--- src/rtl/acm_pkg.sv ---
// Constants, types and register map of the converter control block.
package acm_pkg;
  // ****************************************
  // Data path
  // ****************************************
  localparam int          DW        = 12;
  localparam logic [11:0] CODE_MIN  = 12'h000;
  localparam logic [11:0] CODE_MAX  = 12'hfff;
  localparam int          GAIN_W    = 15;
  localparam int          OFS_W     = 13;
  localparam int          GAIN_SH   = 14;
  localparam logic [14:0] GAIN_RST  = 15'h4000;
  localparam logic [12:0] OFS_RST   = 13'h0000;
  localparam int          OFS_SIGN  = 12;

  // ****************************************
  // Register map (byte addresses)
  // ****************************************
  localparam logic [7:0]  REG_CFG    = 8'h00;
  localparam logic [7:0]  REG_GAIN_I = 8'h04;
  localparam logic [7:0]  REG_GAIN_Q = 8'h08;
  localparam logic [7:0]  REG_OFS_I  = 8'h0c;
  localparam logic [7:0]  REG_OFS_Q  = 8'h10;
  localparam logic [7:0]  REG_STATUS = 8'h14;
  localparam logic [15:0] CFG_RST    = 16'h0000;
  localparam int          CFG_CAL    = 15;
  localparam int          CFG_PHASE  = 14;
  localparam int          CFG_DES    = 7;
  localparam int          CFG_DEQ    = 6;
  localparam int          CFG_BOTH   = 5;
  localparam logic [1:0]  HTRANS_NONSEQ = 2'b10;
  localparam logic        HRESP_OKAY    = 1'b0;

  // ****************************************
  // Synchronised pin indices
  // ****************************************
  localparam int PIN_N     = 9;
  localparam int P_MODE_N  = 0;
  localparam int P_DES     = 1;
  localparam int P_NODEMUX = 2;
  localparam int P_PHASE   = 3;
  localparam int P_CAL     = 4;
  localparam int P_WAIT    = 5;
  localparam int P_PD_I    = 6;
  localparam int P_PD_Q    = 7;
  localparam int P_PATTERN = 8;

  // ****************************************
  // Timing
  // ****************************************
  localparam int          CLK_NS       = 10;
  localparam logic [15:0] CAL_LOW_MIN  = 16'd1280;
  localparam logic [15:0] CAL_HIGH_MIN = 16'd1280;
  localparam logic [23:0] STRAP_CYC    = 24'd4;

  // ****************************************
  // Types
  // ****************************************
  typedef enum logic [1:0] {SEL_I, SEL_Q, SEL_BOTH} acm_insel_t;
  typedef struct packed {
    logic [11:0] code;
    logic        under;
    logic        over;
  } acm_conv_t;
  typedef struct packed {
    logic       serial;
    logic       des;
    logic       demux;
    logic       phase;
    logic       pattern;
    acm_insel_t inSel;
  } acm_mode_t;
endpackage

--- src/rtl/acm_sync.sv ---
// Three-stage pin synchroniser that accepts a change once stages two and three agree.
module acm_sync
  import acm_pkg::*;
#(
  parameter int W = 1
)
(
  // Clock and reset.
  input  wire logic         clk,
  input  wire logic         rst,
  // Pins in, settled levels out.
  input  wire logic [W-1:0] pinIn,
  output logic      [W-1:0] pinOut
);
  logic [W-1:0] s1_r;
  logic [W-1:0] s2_r;
  logic [W-1:0] s3_r;

  // The first stage feeds only the second, keeping metastability out of logic.
  always_ff @(posedge clk or posedge rst)
  begin
    if (rst)
    begin
      s1_r   <= '0;
      s2_r   <= '0;
      s3_r   <= '0;
      pinOut <= '0;
    end
    else
    begin
      s1_r <= pinIn;
      s2_r <= s1_r;
      s3_r <= s2_r;
      pinOut <= (s2_r & s3_r) | (pinOut & (s2_r | s3_r)); // Change only on agreement.
    end
  end
endmodule // acm_sync

--- src/rtl/acm_control.sv ---
// Control and mode logic of a dual-channel converter with an AHB-Lite register slave.
// Behaviour
// Input below negative full scale gives an all-zero output word.
// Input above positive full scale gives an all-one output word.
// Either range fault raises that channel's out-of-range output.
// Serial mode gives each channel 15-bit gain and 12-bit-plus-sign offset.
// Demux halves each bus rate; otherwise one bus per channel at sample rate.
// Mode pin high: pin control, register writes ignored, pins rule.
// Dual-edge pin high selects interleaved sampling, low independent channels.
// Interleaved: one converter takes rising edge, the other falling edge.
// Pin mode interleaves I input only; serial bits pick Q or both.
// Serial mode takes interleave enable from configuration bit 7.
// Demux pin low gives demultiplexed output, high non-demultiplexed.
// Buses used: one or two per channel, two or four when interleaved.
// Double data rate without demux, single data rate with demux.
// Demux selection comes from its pin in both control modes.
// Phase pin picks 0/90 degrees in DDR, falling/rising in SDR.
// 0 degrees moves data with clock edges, 90 degrees between edges.
// Serial mode takes output phase from configuration bit 14.
// Controller holds calibration pin low, then high, each a minimum time.
// Calibration pin high at power-on skips power-on calibration.
// Serial mode ORs calibration pin with configuration bit 15.
// Wait pin picks short or long power-on calibration delay, both modes.
// Controller sets the wait pin before power-on and leaves it.
// Mode pin low selects serial mode; returning high resets registers.
// Powered-down channel floats its data outputs.
// Pattern pin replaces converter data and range flags with a pattern.
// Calibration request is synchronised and qualified by low/high counts.
// Mode pins apply synchronously at word-pair boundaries without glitches.
module acm_control
  import acm_pkg::*;
#(
  parameter logic [23:0] WAIT_SHORT = 24'd65536,
  parameter logic [23:0] WAIT_LONG  = 24'd1048576,
  parameter logic [23:0] CAL_RUN    = 24'd8192
)
(
  // Clock and reset.
  input  wire logic            clk,
  input  wire logic            rst,
  // AHB-Lite slave.
  input  wire logic            hsel,
  input  wire logic [31:0]     haddr,
  input  wire logic [1:0]      htrans,
  input  wire logic            hwrite,
  input  wire logic [2:0]      hsize,
  input  wire logic [31:0]     hwdata,
  input  wire logic            hready,
  output logic      [31:0]     hrdata,
  output logic                 hreadyout,
  output logic                 hresp,
  // Static control pins.
  input  wire logic            extended_ctrl_select_n,
  input  wire logic            desPin,
  input  wire logic            no_demux_sel,
  input  wire logic            output_phase_sel,
  input  wire logic            calPin,
  input  wire logic            selftrim_wait_sel,
  input  wire logic            power_down_i_chan,
  input  wire logic            power_down_q_chan,
  input  wire logic            pattern_output_sel,
  // Converter results (index 0 rising-edge I, 1 falling-edge Q).
  input  wire acm_conv_t [1:0] convIn,
  // Output buses: 0 i_bus_primary, 1 i_bus_delayed, 2 q_bus_primary, 3 q_bus_delayed.
  output logic [3:0][11:0]     busData,
  output logic [3:0]           busOe,
  output logic                 i_output_clock,
  output logic                 q_output_clock,
  output logic                 overrange_i_flag,
  output logic                 overrange_q_flag,
  // Analog steering and calibration status.
  output acm_insel_t           desInputSel,
  output logic                 calRunning
);
  // ****************************************
  // Pin synchronisation
  // ****************************************
  logic [PIN_N-1:0] pinS;
  acm_sync #(.W(PIN_N)) uSync
  (
    .clk    (clk),
    .rst    (rst),
    .pinIn  ({pattern_output_sel, power_down_q_chan, power_down_i_chan, selftrim_wait_sel,
              calPin, output_phase_sel, no_demux_sel, desPin, extended_ctrl_select_n}),
    .pinOut (pinS)
  );

  logic        serialMode;
  logic [15:0] cfg_r;
  logic [14:0] gain_r [2];
  logic [12:0] ofs_r  [2];
  acm_mode_t   mode_r;
  acm_mode_t   mode_nxt;
  logic        pair_r;
  typedef enum {CAL_WAIT, CAL_IDLE, CAL_BUSY} acm_cal_t;
  acm_cal_t    calSt_r;
  logic [23:0] calCnt_r;
  logic        modeOk;

  assign serialMode = !pinS[P_MODE_N]; // see R6

  // ****************************************
  // AHB-Lite register slave
  // ****************************************
  logic       wrPend_r;
  logic [7:0] wrAddr_r;
  logic       take;
  logic [31:0] rdVal;

  assign take      = hsel && hready && htrans == HTRANS_NONSEQ;
  assign hreadyout = 1'b1;
  assign hresp     = HRESP_OKAY;

  // Read mux; unmapped offsets read zero.
  always_comb
  begin
    rdVal = '0;
    case (haddr[7:0])
      REG_CFG:    rdVal[15:0] = cfg_r;
      REG_GAIN_I: rdVal[14:0] = gain_r[0];
      REG_GAIN_Q: rdVal[14:0] = gain_r[1];
      REG_OFS_I:  rdVal[12:0] = ofs_r[0];
      REG_OFS_Q:  rdVal[12:0] = ofs_r[1];
      REG_STATUS: rdVal[7:0]  = {calRunning, mode_r.serial, mode_r.des, mode_r.demux,
                                 mode_r.phase, mode_r.pattern, overrange_q_flag,
                                 overrange_i_flag};
      default:    rdVal = '0;
    endcase
  end

  // Address phase capture; read data is registered for the following data phase.
  always_ff @(posedge clk or posedge rst)
  begin
    if (rst)
    begin
      wrPend_r <= 1'b0;
      wrAddr_r <= '0;
      hrdata   <= '0;
    end
    else
    begin
      wrPend_r <= take && hwrite;
      wrAddr_r <= haddr[7:0];
      if (take && !hwrite)
        hrdata <= rdVal;
    end
  end

  // Writes land only in serial mode; pin mode holds every register at default.
  always_ff @(posedge clk or posedge rst)
  begin
    if (rst)
    begin
      cfg_r  <= CFG_RST;
      gain_r <= '{GAIN_RST, GAIN_RST};
      ofs_r  <= '{OFS_RST, OFS_RST};
    end
    else if (!serialMode)
    begin
      cfg_r  <= CFG_RST;
      gain_r <= '{GAIN_RST, GAIN_RST};
      ofs_r  <= '{OFS_RST, OFS_RST};
    end
    else if (wrPend_r)
    begin
      case (wrAddr_r)
        REG_CFG:    cfg_r    <= hwdata[15:0]; // see R10
        REG_GAIN_I: gain_r[0] <= hwdata[GAIN_W-1:0];
        REG_GAIN_Q: gain_r[1] <= hwdata[GAIN_W-1:0];
        REG_OFS_I:  ofs_r[0] <= hwdata[OFS_W-1:0];
        REG_OFS_Q:  ofs_r[1] <= hwdata[OFS_W-1:0];
        default:    cfg_r    <= cfg_r;
      endcase
    end
  end

  // ****************************************
  // Mode selection
  // ****************************************
  always_comb
  begin
    mode_nxt.serial  = serialMode;
    mode_nxt.des     = serialMode ? cfg_r[CFG_DES] : pinS[P_DES]; // see R7
    mode_nxt.demux   = !pinS[P_NODEMUX]; // see R11
    mode_nxt.phase   = serialMode ? cfg_r[CFG_PHASE] : pinS[P_PHASE]; // see R15
    mode_nxt.pattern = pinS[P_PATTERN];
    if (serialMode && cfg_r[CFG_BOTH])
      mode_nxt.inSel = SEL_BOTH;
    else if (serialMode && cfg_r[CFG_DEQ])
      mode_nxt.inSel = SEL_Q;
    else
      mode_nxt.inSel = SEL_I;
  end

  // The synchroniser reads low until it has filled, so the reset mode is kept until then.
  assign modeOk = calSt_r != CAL_WAIT || calCnt_r > STRAP_CYC;

  // Mode changes wait for a pair boundary so no half-written pair leaves.
  always_ff @(posedge clk or posedge rst)
  begin
    if (rst)
      mode_r <= '{serial: 1'b0, des: 1'b0, demux: 1'b0, phase: 1'b0, pattern: 1'b0,
                 inSel: SEL_I};
    else if (!pair_r && modeOk)
      mode_r <= mode_nxt;
  end

  assign desInputSel = mode_r.inSel;

  // ****************************************
  // Gain, offset and range handling
  // ****************************************
  // Gain is unsigned with unity at 2^14; offset is sign-magnitude.
  function automatic logic [11:0] adjust(input logic [11:0] code, input logic [14:0] gain,
                                         input logic [12:0] ofs);
    logic [26:0] prod;
    logic [14:0] sum;
    prod = code * gain;
    sum  = {2'b00, prod[GAIN_SH+12:GAIN_SH]};
    if (ofs[OFS_SIGN])
      sum = sum - {3'b000, ofs[11:0]};
    else
      sum = sum + {3'b000, ofs[11:0]};
    if (sum[14])
      adjust = CODE_MIN;
    else if (sum[13:12] != 2'b00)
      adjust = CODE_MAX;
    else
      adjust = sum[11:0];
  endfunction

  logic [11:0] tpCnt_r;
  logic [11:0] word_r [2];
  logic [1:0]  flag_r;

  // Pattern counter runs freely so the capture side sees a moving ramp.
  always_ff @(posedge clk or posedge rst)
  begin
    if (rst)
      tpCnt_r <= '0;
    else
      tpCnt_r <= tpCnt_r + 12'h001;
  end

  // In interleave mode converter 0 holds the rising-edge sample, 1 the falling one.
  for (genvar c = 0; c < 2; c++)
  begin : gConv
    always_ff @(posedge clk or posedge rst)
    begin
      if (rst)
      begin
        word_r[c] <= '0;
        flag_r[c] <= 1'b0;
      end
      else if (mode_r.pattern)
      begin
        word_r[c] <= c ? ~tpCnt_r : tpCnt_r;
        flag_r[c] <= tpCnt_r[0];
      end
      else if (convIn[c].under)
      begin
        word_r[c] <= CODE_MIN;
        flag_r[c] <= 1'b1;
      end
      else if (convIn[c].over)
      begin
        word_r[c] <= CODE_MAX;
        flag_r[c] <= 1'b1;
      end
      else
      begin
        word_r[c] <= mode_r.serial ? adjust(convIn[c].code, gain_r[c], ofs_r[c])
                                   : convIn[c].code; // see R4
        flag_r[c] <= 1'b0;
      end
    end
  end

  // ****************************************
  // Output buses
  // ****************************************
  logic [11:0] hold_r [2];
  logic [1:0]  pdS;
  assign pdS = {pinS[P_PD_Q], pinS[P_PD_I]};

  always_ff @(posedge clk or posedge rst)
  begin
    if (rst)
      pair_r <= 1'b0;
    else
      pair_r <= !pair_r;
  end

  // Demux: older word goes to the delayed bus, newer to primary, every other cycle.
  for (genvar c = 0; c < 2; c++)
  begin : gBus
    always_ff @(posedge clk or posedge rst)
    begin
      if (rst)
      begin
        hold_r[c]      <= '0;
        busData[2*c]   <= '0;
        busData[2*c+1] <= '0;
        busOe[2*c]     <= 1'b0;
        busOe[2*c+1]   <= 1'b0;
      end
      else
      begin
        busOe[2*c]   <= !pdS[c]; // see R24
        busOe[2*c+1] <= mode_r.demux && !pdS[c]; // see R5
        // Holding in every mode keeps the first pair after a switch to demux whole.
        if (!pair_r)
          hold_r[c] <= word_r[c];
        if (!mode_r.demux)
          busData[2*c] <= word_r[c];
        else if (pair_r)
        begin
          busData[2*c]   <= word_r[c];
          busData[2*c+1] <= hold_r[c];
        end
      end
    end
  end

  always_ff @(posedge clk or posedge rst)
  begin
    if (rst)
    begin
      overrange_i_flag <= 1'b0;
      overrange_q_flag <= 1'b0;
    end
    else
    begin
      overrange_i_flag <= flag_r[0];
      overrange_q_flag <= flag_r[1];
    end
  end

  // ****************************************
  // Output clock
  // ****************************************
  logic ckPos_r;
  logic ckNeg_r;
  logic ckOut;

  always_ff @(posedge clk or posedge rst)
  begin
    if (rst)
      ckPos_r <= 1'b0;
    else
      ckPos_r <= !ckPos_r;
  end

  // Falling-edge copy moves clock edges half a sample between data changes.
  always_ff @(negedge clk or posedge rst)
  begin
    if (rst)
      ckNeg_r <= 1'b0;
    else
      ckNeg_r <= ckPos_r;
  end

  // DDR without demux, SDR with demux; the same clock serves both channels.
  always_comb
  begin
    if (!mode_r.demux)
      ckOut = mode_r.phase ? ckNeg_r : ckPos_r; // see R13 see R15
    else
      ckOut = mode_r.phase ? pair_r : !pair_r; // see R13
  end
  assign i_output_clock = ckOut;
  assign q_output_clock = ckOut;

  // ****************************************
  // Calibration
  // ****************************************
  logic [15:0] lowCnt_r;
  logic [15:0] highCnt_r;
  logic        lowOk_r;
  logic        skip_r;
  logic        long_r;
  logic        calReq;
  logic        calStart;

  assign calReq   = pinS[P_CAL] | (serialMode & cfg_r[CFG_CAL]);
  assign calStart = lowOk_r && calReq && highCnt_r == CAL_HIGH_MIN - 16'd1;

  // Low then high qualification; a short high pulse is dropped.
  always_ff @(posedge clk or posedge rst)
  begin
    if (rst)
    begin
      lowCnt_r  <= '0;
      highCnt_r <= '0;
      lowOk_r   <= 1'b0;
    end
    else if (!calReq)
    begin
      highCnt_r <= '0;
      lowOk_r   <= lowCnt_r >= CAL_LOW_MIN - 16'd1; // see R18
      if (lowCnt_r != CAL_LOW_MIN)
        lowCnt_r <= lowCnt_r + 16'd1;
    end
    else
    begin
      lowCnt_r  <= '0;
      highCnt_r <= calStart ? '0 : highCnt_r + 16'd1;
      if (calStart)
        lowOk_r <= 1'b0;
    end
  end

  // Straps are caught once the synchroniser has settled after reset release.
  always_ff @(posedge clk or posedge rst)
  begin
    if (rst)
    begin
      calSt_r <= CAL_WAIT;
      calCnt_r <= '0;
      skip_r  <= 1'b0;
      long_r  <= 1'b0;
    end
    else
    begin
      calCnt_r <= calCnt_r + 24'd1;
      if (calSt_r == CAL_WAIT && calCnt_r == STRAP_CYC)
      begin
        skip_r <= pinS[P_CAL];
        long_r <= pinS[P_WAIT]; // see R21
      end
      case (calSt_r)
        CAL_WAIT:
          if (calCnt_r > STRAP_CYC && calCnt_r >= (long_r ? WAIT_LONG : WAIT_SHORT))
          begin
            calSt_r  <= skip_r ? CAL_IDLE : CAL_BUSY; // see R19
            calCnt_r <= '0;
          end
        CAL_IDLE:
          if (calStart)
          begin
            calSt_r  <= CAL_BUSY;
            calCnt_r <= '0;
          end
        CAL_BUSY:
          if (calCnt_r == CAL_RUN - 24'd1)
            calSt_r <= CAL_IDLE;
        default:
          calSt_r <= CAL_IDLE;
      endcase
    end
  end

  assign calRunning = calSt_r == CAL_BUSY;

  // ****************************************
  // Assertions
  // ****************************************
  a_under_zero: assert property (@(posedge clk) disable iff (rst)
    !mode_r.pattern && convIn[0].under |=> word_r[0] == CODE_MIN ##1 overrange_i_flag)
    else $error("Under-range word is not all zero.");
  a_over_ones: assert property (@(posedge clk) disable iff (rst)
    !mode_r.pattern && !convIn[1].under && convIn[1].over |=> word_r[1] == CODE_MAX)
    else $error("Over-range word is not all ones.");
  a_range_flag: assert property (@(posedge clk) disable iff (rst)
    !mode_r.pattern && (convIn[1].under || convIn[1].over) |-> ##2 overrange_q_flag)
    else $error("Range flag missing on Q channel.");
  a_pd_float: assert property (@(posedge clk) disable iff (rst)
    pdS[0] |=> !busOe[0] && !busOe[1])
    else $error("Powered-down I channel still drives.");
  a_demux_bus: assert property (@(posedge clk) disable iff (rst)
    !pdS[1] && $stable(pdS[1]) |=> busOe[3] == $past(mode_r.demux))
    else $error("Delayed Q bus enable wrong for demux mode.");
  a_ddr_clock: assert property (@(posedge clk) disable iff (rst)
    !mode_r.demux && !mode_r.phase && $stable(mode_r) && !$past(rst)
      |-> i_output_clock != $past(i_output_clock))
    else $error("DDR output clock did not toggle.");
  a_pin_regs: assert property (@(posedge clk) disable iff (rst)
    !serialMode |=> cfg_r == CFG_RST && gain_r[0] == GAIN_RST)
    else $error("Registers not at default in pin mode.");
  a_cal_start: assert property (@(posedge clk) disable iff (rst)
    calSt_r == CAL_IDLE && calStart |=> calRunning)
    else $error("Qualified request did not start calibration.");
  a_pin_interleave_i_input: assert property (@(posedge clk) disable iff (rst)
    !mode_r.serial |-> desInputSel == SEL_I)
    else $error("Pin mode interleaves other than I input.");
  a_pattern: assert property (@(posedge clk) disable iff (rst)
    mode_r.pattern |=> word_r[0] == $past(tpCnt_r))
    else $error("Pattern not driven on I path.");
endmodule // acm_control

--- config.mk ---
export PLATFORM = sky130hd
export DESIGN_NAME = acm_control
export DESIGN_NICKNAME = d
export VERILOG_FILES = /design/src/rtl/acm_pkg.sv /design/src/rtl/acm_sync.sv /design/src/rtl/acm_control.sv
export SDC_FILE = /design/constraint.sdc
export NUM_CORES = 1
export LEC_CHECK = 0
export BUFFER_PORTS_ARGS = -buffer_cell sky130_fd_sc_hd__buf_4
export CAP_MARGIN = 20
export CORE_MARGIN = 2
export CORE_UTILIZATION = 45
export CTS_CLUSTER_DIAMETER = 80
export DETAILED_ROUTE_END_ITERATION = 16
export GPL_ROUTABILITY_DRIVEN = 0
export PLACE_DENSITY_LB_ADDON = 0.2
export SLEW_MARGIN = 20
export SYNTH_ARGS = -nofsm -noshare
export SYNTH_HDL_FRONTEND = slang
export SYNTH_SLANG_ARGS = --single-unit
--- constraint.sdc ---
create_clock -name clk -period 12.1 [get_ports clk]
set_clock_uncertainty 0.05 [all_clocks]
set_input_delay 0.605 -clock clk [delete_from_list [all_inputs] [get_ports clk]]
set_output_delay 0.605 -clock clk [all_outputs]
set_load 0.1 [all_outputs]
## Word-level counts from Yosys, hierarchy flattened

Cells that the tools add are included.

- Latch bits: 0
- ROM bits: 0
- Register bits after elaboration: 350
- Output and inout port bits: 93
- Memory bits (writable): 0
- Input bits: 111
- Word-level logic and storage cells: 194
- Memories: 0

- Shift operators: 0
- Bitwise gates (word level): 7
- Multiply operators: 2
- Divide/modulo/power cells: 0
- Equality and inequality tests: 22
- Reduce and logical (&&, ||, !) cells: 42
- Order comparisons: 3
- Multiplexer cells: 67
- Add/sub/neg operators: 8

Operator list:

| cell | count |
|---|---|
| $mux W12 | 16 |
| $mux W15 | 10 |
| $mux W16 | 7 |
| $mux W32 | 3 |
| $pmux W32 S3 | 1 |
| $logic_not A32 Y1 | 2 |
| $mux W30 | 2 |
| $mul A12 B15 Y27 | 2 |
| $mux W26 | 2 |
| $mux W24 | 2 |
| $pmux W24 S2 | 1 |
| $pmux W8 S6 | 1 |
| $add A16 B1 Y16 const B | 2 |
| $eq A32 B1 Y1 const B | 1 |
| $eq A32 B2 Y1 const B | 1 |
| $eq A32 B3 Y1 const B | 1 |
| $eq A8 B4 Y1 const B | 4 |
| $reduce_bool A32 Y1 | 1 |
| $add A13 B12 Y14 | 2 |
| $sub A13 B12 Y14 | 2 |
| $mux W13 | 2 |
| $pmux W5 S5 | 1 |
| $add A24 B1 Y24 const B | 1 |
| $eq A24 B13 Y1 const B | 1 |
| other kinds (28) | 83 |

## Depth between registers and ports, before layout

Gate-level depths: netlist of the first run.

- Depth in word-level cells: 13
- Depth in mapped cells: 34
- Mapped depth without buffers: 32

## Hierarchy

Synthesis of the first run repeated with hierarchy kept, for this count alone.

- Cell total of the unflattened synthesis: 2,843
- Area total of the unflattened synthesis: 26,837.0 um^2

Modules (own cells, without submodules):

| module | times used | sequential area each (um^2) | area each (um^2) | cells each |
|---|---|---|---|---|
| acm_control | 1 | 7,109.3 | 25,831.0 | 2,797 |
| acm_sync | 1 | 900.9 | 1,006.0 | 46 |

==> run summary, run 1 <==
The run finished with clean final reports. After synthesis, the largest family of logic cells by area is adder cells. The pin count of the biggest net entering global routing came out at 158. The endpoint identified for the worst register-to-register timing path is word_r[22]. The first global-routing pass estimated 109 mm of wire. Together, buffers and inverters on the worst path number 3.

The share of final-layout standard cells stronger than drive strength 1 is 11.4%. The post-synthesis share of cell area spent on full adders, half adders and majority gates was 28.9%. The number of different library cells used by synthesis comes to 70. TritonCTS built the clock tree. After detailed routing, the total wire length is 66.3 mm. Most common cell type on the critical path: sky130_fd_sc_hd__fa_1. The largest individual stage delay along the critical path comes from the cell sky130_fd_sc_hd__dfrtp_1.

The run gives 0 as the number of max-slew violations in the final report. The logs give 320 for the sink count of the clock tree and 0 for the count of endpoints failing setup in the final report. The category of cells accounting for the largest share of critical-path delay is adder cells.

During I/O placement, the number of pins put on the boundary was 204. The count of endpoints failing hold in the final timing report was 0. Required time reported for the critical path endpoint: 12.42 ns. The setup path with the least slack is of type flip-flop to flip-flop. The synthesis warning total was 0. In this run the static leakage power is 14.2 nW. The worst hold-check path type was input pin to flip-flop. For the iteration-0 DRC count of the detailed router, the log shows 1246. After clock tree synthesis, the clock-pin slew on the worst setup and hold paths is 0.06 ns. For the headroom to the max-slew limit, the log shows 22.8%.

The measured slew at the worst slew-check pin was 1.15 ns. Cells fill 50.6% of the core in the end. After filler insertion, the fill cell instance count of the layout stands at 5360.

The number of cells on the worst reg-to-reg path is 28. The tools report the total routing usage reported by global routing as 22.6%. The analysis attributes to net switching a power of 0.00168 W. The row count is 88, and the worst supply voltage drop on vdd is 0.390 mV. The post-route fraction of the period consumed by the critical path works out to 75.0%.

For the worst setup path, the data arrival time is 9.39 ns. Across all register-to-register paths, the minimum setup slack is 3.02 ns. First-pass iteration count of the detailed router: 5. Global routing finished with a remaining overflow of 0.

The number of gates given a new drive strength after cts is 0, and the routed wirelength normalized by instance count is 18.2 um. The floorplan step set the die width to 246 um. Summing the areas of all compound-gate instances in the mapped netlist gives 8.04% of the synthesized area.

The DRC violation count after routing is 0. STA classifies the critical path startpoint as a flip-flop. In the synthesized netlist, the number of instances is 2782. Summing every instance area after synthesis gives 0.0264 mm^2. The worst hold path stage count is 1. The die covers 0.0606 mm^2. For the total vias in the final route, the log shows 19500. The largest fanout of any net on the critical path works out to 14. The y dimension of the die was 246 um; the placeable core area was 0.0578 mm^2. The clock network burns 27.0% of the power. The count of flip-flops with a built-in enable after synthesis was 0. The clock network latency to the later pin of the worst-skew pair came out at 0.53 ns. The share of the synthesized netlist area taken by xor and xnor gates was 3.39%; the layout net count was 3413.

Once detail routing completed, the nets flagged for antenna violations numbered 0. Port buffering added 142 buffers. The mux cell area share after synthesis is 5.59%.

The cell sitting at the root of the clock tree is a sky130_fd_sc_hd__clkbuf_16. The setup slack of the critical path after layout came out at 3.02 ns. In this run, synthesis produced a sequential element count of 320.

The worst slack after detailed placement was 2.93 ns. The HPWL reported at the end of detailed placement was 49.9 mm. The relative area change from synthesis to final layout was 10.8%; the area fraction in and, or, nand and nor cells after synthesis was 15.7%. In this run the power density over the cells is 134 mW/mm^2. For hold timing, the worst endpoint is uSync.s1_r[1].

For this run, asynchronously set or reset flops after synthesis account for 100%. The worst setup path is captured at a flip-flop. The via count of the first global-routing pass is 20400, and the summed negative setup slack over all endpoints is 0 ns. After synthesis, the mean cell area works out to 9.48 um^2. For this run, the slowest stage of the critical path takes 0.86 ns. In the routed layout, each cell is associated on average with a via count of 5.35. The part of the Yosys area used for sequential elements came out at 30.4%. Max-cap violations in this run came to 0. Setup repair after global routing left no endpoint under its margin. No sink is reached through more buffers than the 3 on the longest clock path.

Minimum clock period after layout: 9.08 ns. The sequential fraction of design power was 36.0%. The run gives 2 as the deepest level of the CTS H-tree.

The share of total power dissipated in combinational logic is 37.0%. The fraction of power spent switching nets was 42.8%; the number of buffers created by CTS was 35. The most used flip-flop cell after synthesis is sky130_fd_sc_hd__dfrtp_1. Startpoint of the lowest-slack register-to-register path: gain_r[22].

In this run the most critical hold path is launched from desPin. Number of antenna violations at the first check in global routing: 3. The starting utilization of the core area is 45.6%, and the internal power is 0.00225 W. Static timing analysis puts the maximum clock frequency at 110 MHz.
-- cell families (layout without fill, tap and decap cells) --
| group | after synthesis | count (layout) |
|---|---|---|
| buffers and inverters | 536 | 621 |
| AO/OA/AOI/OAI | 326 | 326 |
| multiplexers | 138 | 138 |
| XOR/XNOR | 102 | 102 |
| other | 2 | 19 |
| adder cells (fa/ha/maj) | 455 | 455 |
| AND/OR/NAND/NOR | 903 | 903 |
| flip-flops | 320 | 320 |
-- cell usage after synthesis (all sizes together), types with 52 or more instances --
master  count  area [um^2]
a21oi     123          657
and2      122          763
clkbuf    107          402
dfrtp     317         7930
fa        262         5250
ha        184         2300
inv       396         1490
mux2       75          845
mux2i      63          631
nand2     358         1340
nor2      238          893
o21ai      53          265
xnor2      52          455
-- worst max path at each step --
stage	start	end	slack, ns	cells after the start
detailed placement	convIn[10]	word_r[22]	2.93	30
CTS	gain_r[22]	word_r[22]	2.93	28
finish	gain_r[22]	word_r[22]	3.02	28
global route	gain_r[19]	word_r[22]	2.50	28
global placement	convIn[10]	word_r[22]	3.09	30
floorplan	rst	ckNeg_r	1.29	1
-- cells in the final DEF, fill, tap and decap left out, types with 13 or more instances in the layout --
cell                        count
sky130_fd_sc_hd__a21oi_1      112
sky130_fd_sc_hd__o21a_1        15
sky130_fd_sc_hd__nand2_1      357
sky130_fd_sc_hd__mux2i_1       62
sky130_fd_sc_hd__nand3_1       35
sky130_fd_sc_hd__buf_4        157
sky130_fd_sc_hd__clkbuf_16     36
sky130_fd_sc_hd__a31oi_1       13
sky130_fd_sc_hd__nor2b_1       28
sky130_fd_sc_hd__mux2_2        75
sky130_fd_sc_hd__ha_1         184
sky130_fd_sc_hd__nor3_1        25
sky130_fd_sc_hd__nor2_1       237
sky130_fd_sc_hd__inv_1        395
sky130_fd_sc_hd__and2_1       122
sky130_fd_sc_hd__xnor2_1       52
sky130_fd_sc_hd__conb_1        18
sky130_fd_sc_hd__and3_1        13
sky130_fd_sc_hd__o21ai_0       52
sky130_fd_sc_hd__dfrtp_1      316
sky130_fd_sc_hd__fa_1         262
sky130_fd_sc_hd__xor2_1        50
sky130_fd_sc_hd__a21o_1        13
-- area by class of cell --
type,count,area [um^2],share of cell area [%]
clock buffer,54,1050,3.59
tap,765,957,3.27
sequential,320,8010,27.4
clock inverter,10,104,0.355
multi-input combinational,1942,16400,56.0
timing repair buffer,160,1240,4.23
inverter,397,1490,5.11
antenna,1,2.50,0.00856
-- power groups by stage --
stage	Combinational, W	Clock (W)	Sequential (W)
floorplan	0.000520	0	0.00199
global placement	0.00144	0	0.00142
detailed placement	0.00145	0	0.00143
CTS	0.00146	0.00108	0.00141
global route	0.00154	0.00114	0.00144
finish	0.00145	0.00106	0.00141
-- per-layer routing --
metal	GRT usage, %	vias to the layer above	routed length, um
li1	-	9002	-
met1	31.5	9871	29500
met4	5.44	2	1450
met2	36.9	554	31200
met5	0	-	9
met3	3.87	90	4130
-- timing repair --
item                                   4_1_cts  5_1_grt
endpoints found under the hold margin        5        0
hold buffers                                 1        0
setup buffers                                0        0
-- stage by stage --
stage	cells	hold WS, ns	instance area (um^2)	power, W
global placement	3582	0.283	28000	0.00286
global route	3649	0.100	29200	0.00411
floorplan	2798	0.281	26400	0.00251
finish	3649	0.124	29200	0.00393
detailed placement	3582	0.285	28000	0.00289
CTS	3647	0.109	29200	0.00396
-- worst register-to-register path: cells and delay by family, from the launching register on --
family,cells,cell delay (ns)
AO/OA/AOI/OAI,11,2.79
buffers and inverters,3,0.15
AND/OR/NAND/NOR,6,1.29
adder cells (fa/ha/maj),7,3.10
multiplexers,1,0.68
flip-flops,1,0.86
-- state kept, by name, summed over array words and instances, names as in the netlist, 16 cells and up --
signal / count
busData: 48
gain_r: 30
ofs_r: 26
calCnt_r: 24
hold_r: 24
word_r: 24
cfg_r: 16
highCnt_r: 16
hrdata: 16
lowCnt_r: 16
Power figures use the tool's default switching activity.
==> inputs of run 2 (changes only) <==
==> constraint.sdc (replaced) <==
create_clock -name clk -period 8.73 [get_ports clk]
set_clock_uncertainty 0.05 [all_clocks]
set_input_delay 0.4365 -clock clk [delete_from_list [all_inputs] [get_ports clk]]
set_output_delay 0.4365 -clock clk [all_outputs]
set_load 0.1 [all_outputs]
==> run 2 against run 1 <==
Compared with the run above: worst setup slack worse by 2.6 ns; final area is 1.3% higher; largest cell class unchanged; critical path type unchanged; sequential power is 38% higher; global-route usage is 0.65 points higher; largest power group unchanged; wire length is 3.0% higher; combinational power is 40% higher; critical path depth is 1 higher; highest routed layer is now met4.
==> run summary, run 2 (synthesis results as in run 1) <==
The core region is 0.0578 mm^2. The analysis attributes to cell leakage a power of 14.4 nW. The share of total power in combinational logic is 36.9%. The analysis attributes to net switching a power of 0.00234 W. Together, buffers and inverters on the worst path number 5. For the first-pass iteration count of the detailed router, the log shows 6. For this run, the slowest stage of the critical path takes 0.55 ns. In the global route stage, overall resource usage came out at 23.3%. The number of port buffers is 142, and the headroom to the max-slew limit is 24.4%. The flip-flop count of the largest register, all copies and words added is 48.

The starting utilization of the core area is 45.6%, and the count of cells along the worst register-to-register path is 29. The run finished with clean final reports. Minimum clock period after layout: 8.33 ns.

The tools report the first-pass GRT wire length as 112 mm. The later pin in the worst-skew pair is clocked with a latency of 0.54 ns. The count of nets left with antenna violations once routing finished came out at 0. The run gives 0 as the total grt overflow. At the pin with the least slew margin, the transition time is 1.13 ns. In the layout the commonest cells are sky130_fd_sc_hd__inv_1 (395), sky130_fd_sc_hd__nand2_1 (357), sky130_fd_sc_hd__dfrtp_1 (314). TritonCTS built the clock tree. The via count of the first global-routing pass is 20800. The die covers 0.0606 mm^2. The category of cells accounting for the largest share of critical-path delay was adder cells. The most common library cell in the layout ignoring fill and taps was sky130_fd_sc_hd__inv_1. Hold is met by 0.0145 ns. The number of standard cells in the layout, taps in and fillers out is 3688, and the final instance area is 0.0296 mm^2. The number of antenna violations at the first check in global routing was 1; the area after detailed placement was 0.0282 mm^2. Detailed routing inserted a total of 19900 vias. Register containing the most flip-flops in the final layout: busData. The post-route fraction of the period consumed by the critical path works out to 95.4%. During I/O placement, the number of pins put on the boundary was 204. Derived from the worst setup path, the maximum achievable clock frequency is 120 MHz.

Using the TritonRoute via totals, the vias-per-cell ratio works out to 5.39. At the worst endpoint, the required time is 9.07 ns. The internal power is 0.00317 W, and the sink count of the clock tree is 320. For the worst setup path, the data arrival time is 8.67 ns. The tools report the DRC violation count after routing as 0.

The pin count of the biggest net entering global routing was 80. The area growth from synthesis to layout is 12.2%. In this run the critical register-to-register path is launched from gain_r[18].

The total routed wirelength came out at 68.3 mm. After detailed placement, the design holds a cell count of 3606. The clock edge transition at the registers on the reported setup and hold paths works out to 0.06 ns. Worst hold-check path type: input pin to async pin. The clock passes through at most 3 buffers.

Critical path class: flip-flop to flip-flop. The largest registers in the layout are busData x48, gain_r x30, ofs_r x26. After the last flow step, the layout net total stands at 3452. The share of final-layout standard cells stronger than drive strength 1 is 12.2%. The fraction of power spent switching nets is 42.5%. The power share of the clock group is 27.7%. The die is 246 um tall. The final design utilization came out at 51.2%. In this run, CTS created clock tree buffers numbering 34. Across all register-to-register paths, the minimum setup slack is 0.40 ns. In this design, the critical path's most frequently occurring cell is sky130_fd_sc_hd__fa_1. The deepest level of the CTS H-tree came out at 2. In the final routed layout, each cell accounts on average for 18.5 um.

The run gives 0 ns as the summed negative setup slack over all endpoints. Along the worst path, the maximum fanout reaches 11. For the count of endpoints failing hold in the final timing report, the log shows 0.

In this run the critical register-to-register path is captured at word_r[21]. Setup violations remaining at the end of the flow were counted as 0. The number of max-slew violations in the final report was 0. For this design the ratio of total power to cell area is 186 mW/mm^2. For the HPWL reported at the end of detailed placement, the log shows 52.0 mm. CTS placed an instance of sky130_fd_sc_hd__clkbuf_16 at the clock tree root. The sequential fraction of design power came out at 35.4%.

STA classifies the critical path startpoint as a flip-flop. Across the run, the number of max-cap violations was 0. The iteration-0 DRC count of the detailed router was 1494. On the critical path, the stage with the largest delay is an instance of sky130_fd_sc_hd__dfrtp_1. Setup repair after global routing left no endpoint under its margin.

STA classifies the critical path endpoint as a flip-flop. The run gives 88 as the row count. Overall die width: 246 um.

The run gives 0.416 mV as the worst supply voltage drop on vdd.
## run 2: final cells by class
class	count	area, um^2
antenna	2	5.00
clock buffer	46	926
clock inverter	16	264
fill	5274	28200
inverter	397	1490
multi-input combinational	1942	16400
sequential	320	8010
tap	765	957
timing repair buffer	200	1560
## run 2: power groups by stage
| stage | clock network [W] | registers (W) | logic, W |
|---|---|---|---|
| floorplan | 0 | 0.00275 | 0.000721 |
| global placement | 0 | 0.00196 | 0.00200 |
| detailed placement | 0 | 0.00198 | 0.00202 |
| CTS | 0.00155 | 0.00195 | 0.00203 |
| global route | 0.00162 | 0.00199 | 0.00214 |
| finish | 0.00153 | 0.00195 | 0.00203 |
## run 2: worst reg2reg max path: cells and delay by family (launching register included)
family / cells / cell delay, ns
buffers and inverters: 5 / 0.40
adder cells (fa/ha/maj): 7 / 3.09
flip-flops: 1 / 0.55
AO/OA/AOI/OAI: 11 / 2.64
AND/OR/NAND/NOR: 6 / 1.44
## run 2: worst max-delay path by stage
| stage | depth (start not counted) | end | from | slack (ns) |
|---|---|---|---|---|
| floorplan | 1 | ckNeg_r | rst | -0.23 |
| global placement | 30 | word_r[23] | convIn[10] | 0.48 |
| detailed placement | 28 | word_r[23] | gain_r[19] | 0.47 |
| CTS | 28 | word_r[23] | gain_r[19] | 0.41 |
| global route | 29 | word_r[23] | gain_r[17] | 0.02 |
| finish | 29 | word_r[21] | gain_r[18] | 0.40 |
## run 2: what timing repair did
action                                  4_1_cts  5_1_grt
setup buffers                                 0        0
hold buffers                                 16        0
endpoints found under the hold margin        16        0
gates resized for setup                       0        3
endpoints found under the setup margin        0       14
## run 2: stage by stage
| step | worst slack, ns | total power, W |
|---|---|---|
| finish | 0.397 | 0.00551 |
| global route | 0.0191 | 0.00574 |
| CTS | 0.412 | 0.00553 |
| detailed placement | 0.469 | 0.00400 |
| global placement | 0.484 | 0.00396 |
| floorplan | -0.225 | 0.00347 |
## run 2: metal layers
layer | up-vias | GRT usage [%] | wire (um)
met2 | 640 | 37.9 | 31700
met3 | 123 | 2.91 | 4070
met4 | 0 | 6.08 | 1870
met1 | 10000 | 32.9 | 30600
li1 | 9085 | - | -
met5 | - | 0 | 0
==> inputs of run 3 (changes only) <==
--- a/config.mk
+++ b/config.mk
@@ -5,12 +5,12 @@
 export SDC_FILE = /design/constraint.sdc
 export NUM_CORES = 1
 export LEC_CHECK = 0
-export BUFFER_PORTS_ARGS = -buffer_cell sky130_fd_sc_hd__buf_4
 export CAP_MARGIN = 20
 export CORE_MARGIN = 2
 export CORE_UTILIZATION = 45
 export CTS_CLUSTER_DIAMETER = 80
 export DETAILED_ROUTE_END_ITERATION = 16
+export DONT_BUFFER_PORTS = 1
 export GPL_ROUTABILITY_DRIVEN = 0
 export PLACE_DENSITY_LB_ADDON = 0.2
 export SLEW_MARGIN = 20
==> constraint.sdc (replaced) <==
create_clock -name clk -period 8.3 [get_ports clk]
set_clock_uncertainty 0.05 [all_clocks]
set_input_delay 0.415 -clock clk [delete_from_list [all_inputs] [get_ports clk]]
set_output_delay 0.415 -clock clk [all_outputs]
set_load 0.1 [all_outputs]
==> run 3 against run 2 <==
Compared with the run above: die area unchanged; clock power is essentially flat; sequential power increased by 53%; fmax grew 3.8%; combinational power is 53% lower; non-clock buffer count decreased by 103; utilization is 1.1 points lower; final area down 2.2%; worst setup slack lost 0.12 ns.
==> run summary, run 3 (synthesis results as in run 1) <==
The flow ran to the end, and the final reports show no timing, DRC or antenna violations. Post-route fraction of the period consumed by the critical path: 96.7%. Register containing the most flip-flops in the final layout: busData.

The layout filler cell count was 5291; the first-pass iteration count of the detailed router was 6. The most common cell type on the critical path is sky130_fd_sc_hd__fa_1. The iteration-0 DRC count of the detailed router was 1354; the number of port buffers was 0. Clock tree synthesis inserted a total of 34 buffers. Summed over all cells, the static leakage comes to 13.8 nW. At the pin with the least slew margin, the transition time is 1.22 ns.

The total routed wirelength came out at 69.0 mm. The library cell used most frequently in the layout, excluding fill and tap cells, is sky130_fd_sc_hd__inv_1. The first-pass GRT wire length was 111 mm; the multi-input gate area in the final layout was 0.0165 mm^2. In this run the worst hold path is classified as input pin to flip-flop.

The count of endpoints failing hold in the final timing report came out at 0. The completed layout was analyzed and its total power is 0.00549 W. The number of antenna violations at the first check in global routing came out at 5. After detailed routing, the number of vias per cell comes to 5.38. The clock network is responsible for 28.1% of the overall power.

The largest registers in the layout are busData x48, gain_r x30, ofs_r x26. In this run the standard cell core region covers 0.0578 mm^2. The smallest clock period supported by the final layout is computed as 8.02 ns.

The via count of the first global-routing pass was 20100. The run gives 0.0352 ns as the worst slack after detailed placement. For this configuration, the core starts out at a cell density of 45.6%. Final hold analysis gives a worst-case slack of 0.0139 ns. In this run the power spent charging and discharging nets is 0.00241 W. TritonCTS built the clock tree. The largest single stage delay on the critical path is 0.60 ns.

The logs give 18.3% for the headroom to the max-slew limit and 0.54 ns for the clock network latency to the later pin of the worst-skew pair. For the final antenna-violating net count, the log shows 0. The number of max-slew violations in the final report was 0. The library cell used as clock root buffer is sky130_fd_sc_hd__clkbuf_16.

The share of final-layout standard cells stronger than drive strength 1 came out at 9.05%. Setup violations remaining at the end of the flow were counted as 0. Across the VDD grid, the largest voltage drop is 0.305 mV. HPWL reported at the end of detailed placement: 52.1 mm. Entering global routing, the biggest net connects 76 pins.

The logs give 3 for the buffer depth of the longest clock path and 54.4% for the sequential fraction of design power. In the layout the commonest cells are sky130_fd_sc_hd__inv_1 (395), sky130_fd_sc_hd__nand2_1 (358), sky130_fd_sc_hd__dfrtp_1 (309). In the final routed layout, each cell accounts on average for 19.2 um. Based on the critical path, the design can be clocked at up to 125 MHz. The clock tree synthesis step divided the H-tree into 2 levels. Measured along the y axis, the die boundary spans 246 um. Sink count of the clock tree: 320.

The largest fanout of any net on the critical path is 8, and the area enclosed by the die boundary is 0.0606 mm^2. From synthesis to final layout, the design area changed by 9.70%. In this run the core area contains 88 standard-cell rows.

In the final layout, flip-flops and latches occupy 0.00802 mm^2. The critical path class was flip-flop to flip-flop. Measured along the x axis, the die boundary spans 246 um. The total overflow left after global routing is 0. The internal power came out at 0.00308 W.

The fraction of power spent switching nets is 44.0%. The share of total power in combinational logic was 17.5%. The critical path startpoint category is a flip-flop. Across the run, the number of max-cap violations was 0. The power density over the cells came out at 190 mW/mm^2. The total routing usage reported by global routing was 23.2%; the layout net count was 3349.

After layout, the worst setup slack is 0.275 ns. The register with the most flip-flops in the layout has 48 of them. Number of I/O pins: 204.

The slowest stage of the critical path is the sky130_fd_sc_hd__dfrtp_1 cell. The arrival time at the worst endpoint is 8.43 ns. Clock edge transition at the registers on the reported setup and hold paths: 0.06 ns.

The DRC violation count after routing was 0. The total vias in the final route was 19300. The worst setup path is captured at a flip-flop. For the worst setup path, the data required time is 8.70 ns.
## run 3: cell type report
class / instances / share of cell area (%)
diodes: 4 / 0.0346
flip-flops and latches: 320 / 27.7
clock inverters: 21 / 0.666
repair buffers: 97 / 2.94
inverters: 397 / 5.16
multi-input cells: 1942 / 57.0
well taps: 765 / 3.31
clock buffers: 40 / 3.19
## run 3: stage by stage
stage          instances   TNS, ns  util (%)  area, um^2
4_1_cts             3574         0      49.7       28700
2_1_floorplan       2798    -0.419         -       26400
3_5_place_dp        3476         0      47.2       27300
5_1_grt             3584  -0.00685      50.1       28900
6_report            3586         0      50.1       28900
3_3_place_gp        3474         0      47.1       27200
## run 3: power by group through the flow
stage / logic [W] / registers, W / clock network [W]
floorplan: 0.000758 / 0.00289 / 0
global placement: 0.000872 / 0.00301 / 0
detailed placement: 0.000924 / 0.00302 / 0
CTS: 0.000949 / 0.00299 / 0.00157
global route: 0.00106 / 0.00303 / 0.00164
finish: 0.000963 / 0.00298 / 0.00154
## run 3: what timing repair did
| item | CTS | global route |
|---|---|---|
| resized for setup | 0 | 29 |
| endpoints found under the hold margin | 77 | 1 |
| buffers inserted | 0 | 5 |
| hold buffers | 37 | 1 |
| setup endpoints to repair | 0 | 24 |
## run 3: metal layers
layer	wire length [um]	up-vias	GRT usage [%]
met2	32200	613	37.7
met1	30400	9746	32.6
met3	5280	79	4.07
met5	0	-	0
met4	1160	0	4.96
li1	-	8861	-
## run 3: worst max-delay path: cells and delay by family (launching register included)
| kind | cells | cell delay [ns] |
|---|---|---|
| AO/OA/AOI/OAI | 10 | 2.29 |
| XOR/XNOR | 1 | 0.10 |
| adder cells (fa/ha/maj) | 7 | 3.16 |
| buffers and inverters | 4 | 0.49 |
| flip-flops | 1 | 0.60 |
| AND/OR/NAND/NOR | 7 | 1.28 |
## run 3: worst paths after layout
check / slack (ns) / depth (start not counted) / startpoint / end
worst max-delay path: 0.28 / 29 / gain_r[21] / word_r[14]
worst min-delay path: 0.01 / 2 / hwdata[10] / ofs_r[10]
worst max register to register: 0.28 / 29 / gain_r[21] / word_r[14]
worst min register to register: 0.30 / 0 / uSync.s1_r[0] / uSync.s2_r[0]
max in group asynchronous: 4.44 / 1 / rst / ckNeg_r
min in group asynchronous: 0.04 / 2 / rst / uSync.s2_r[5]
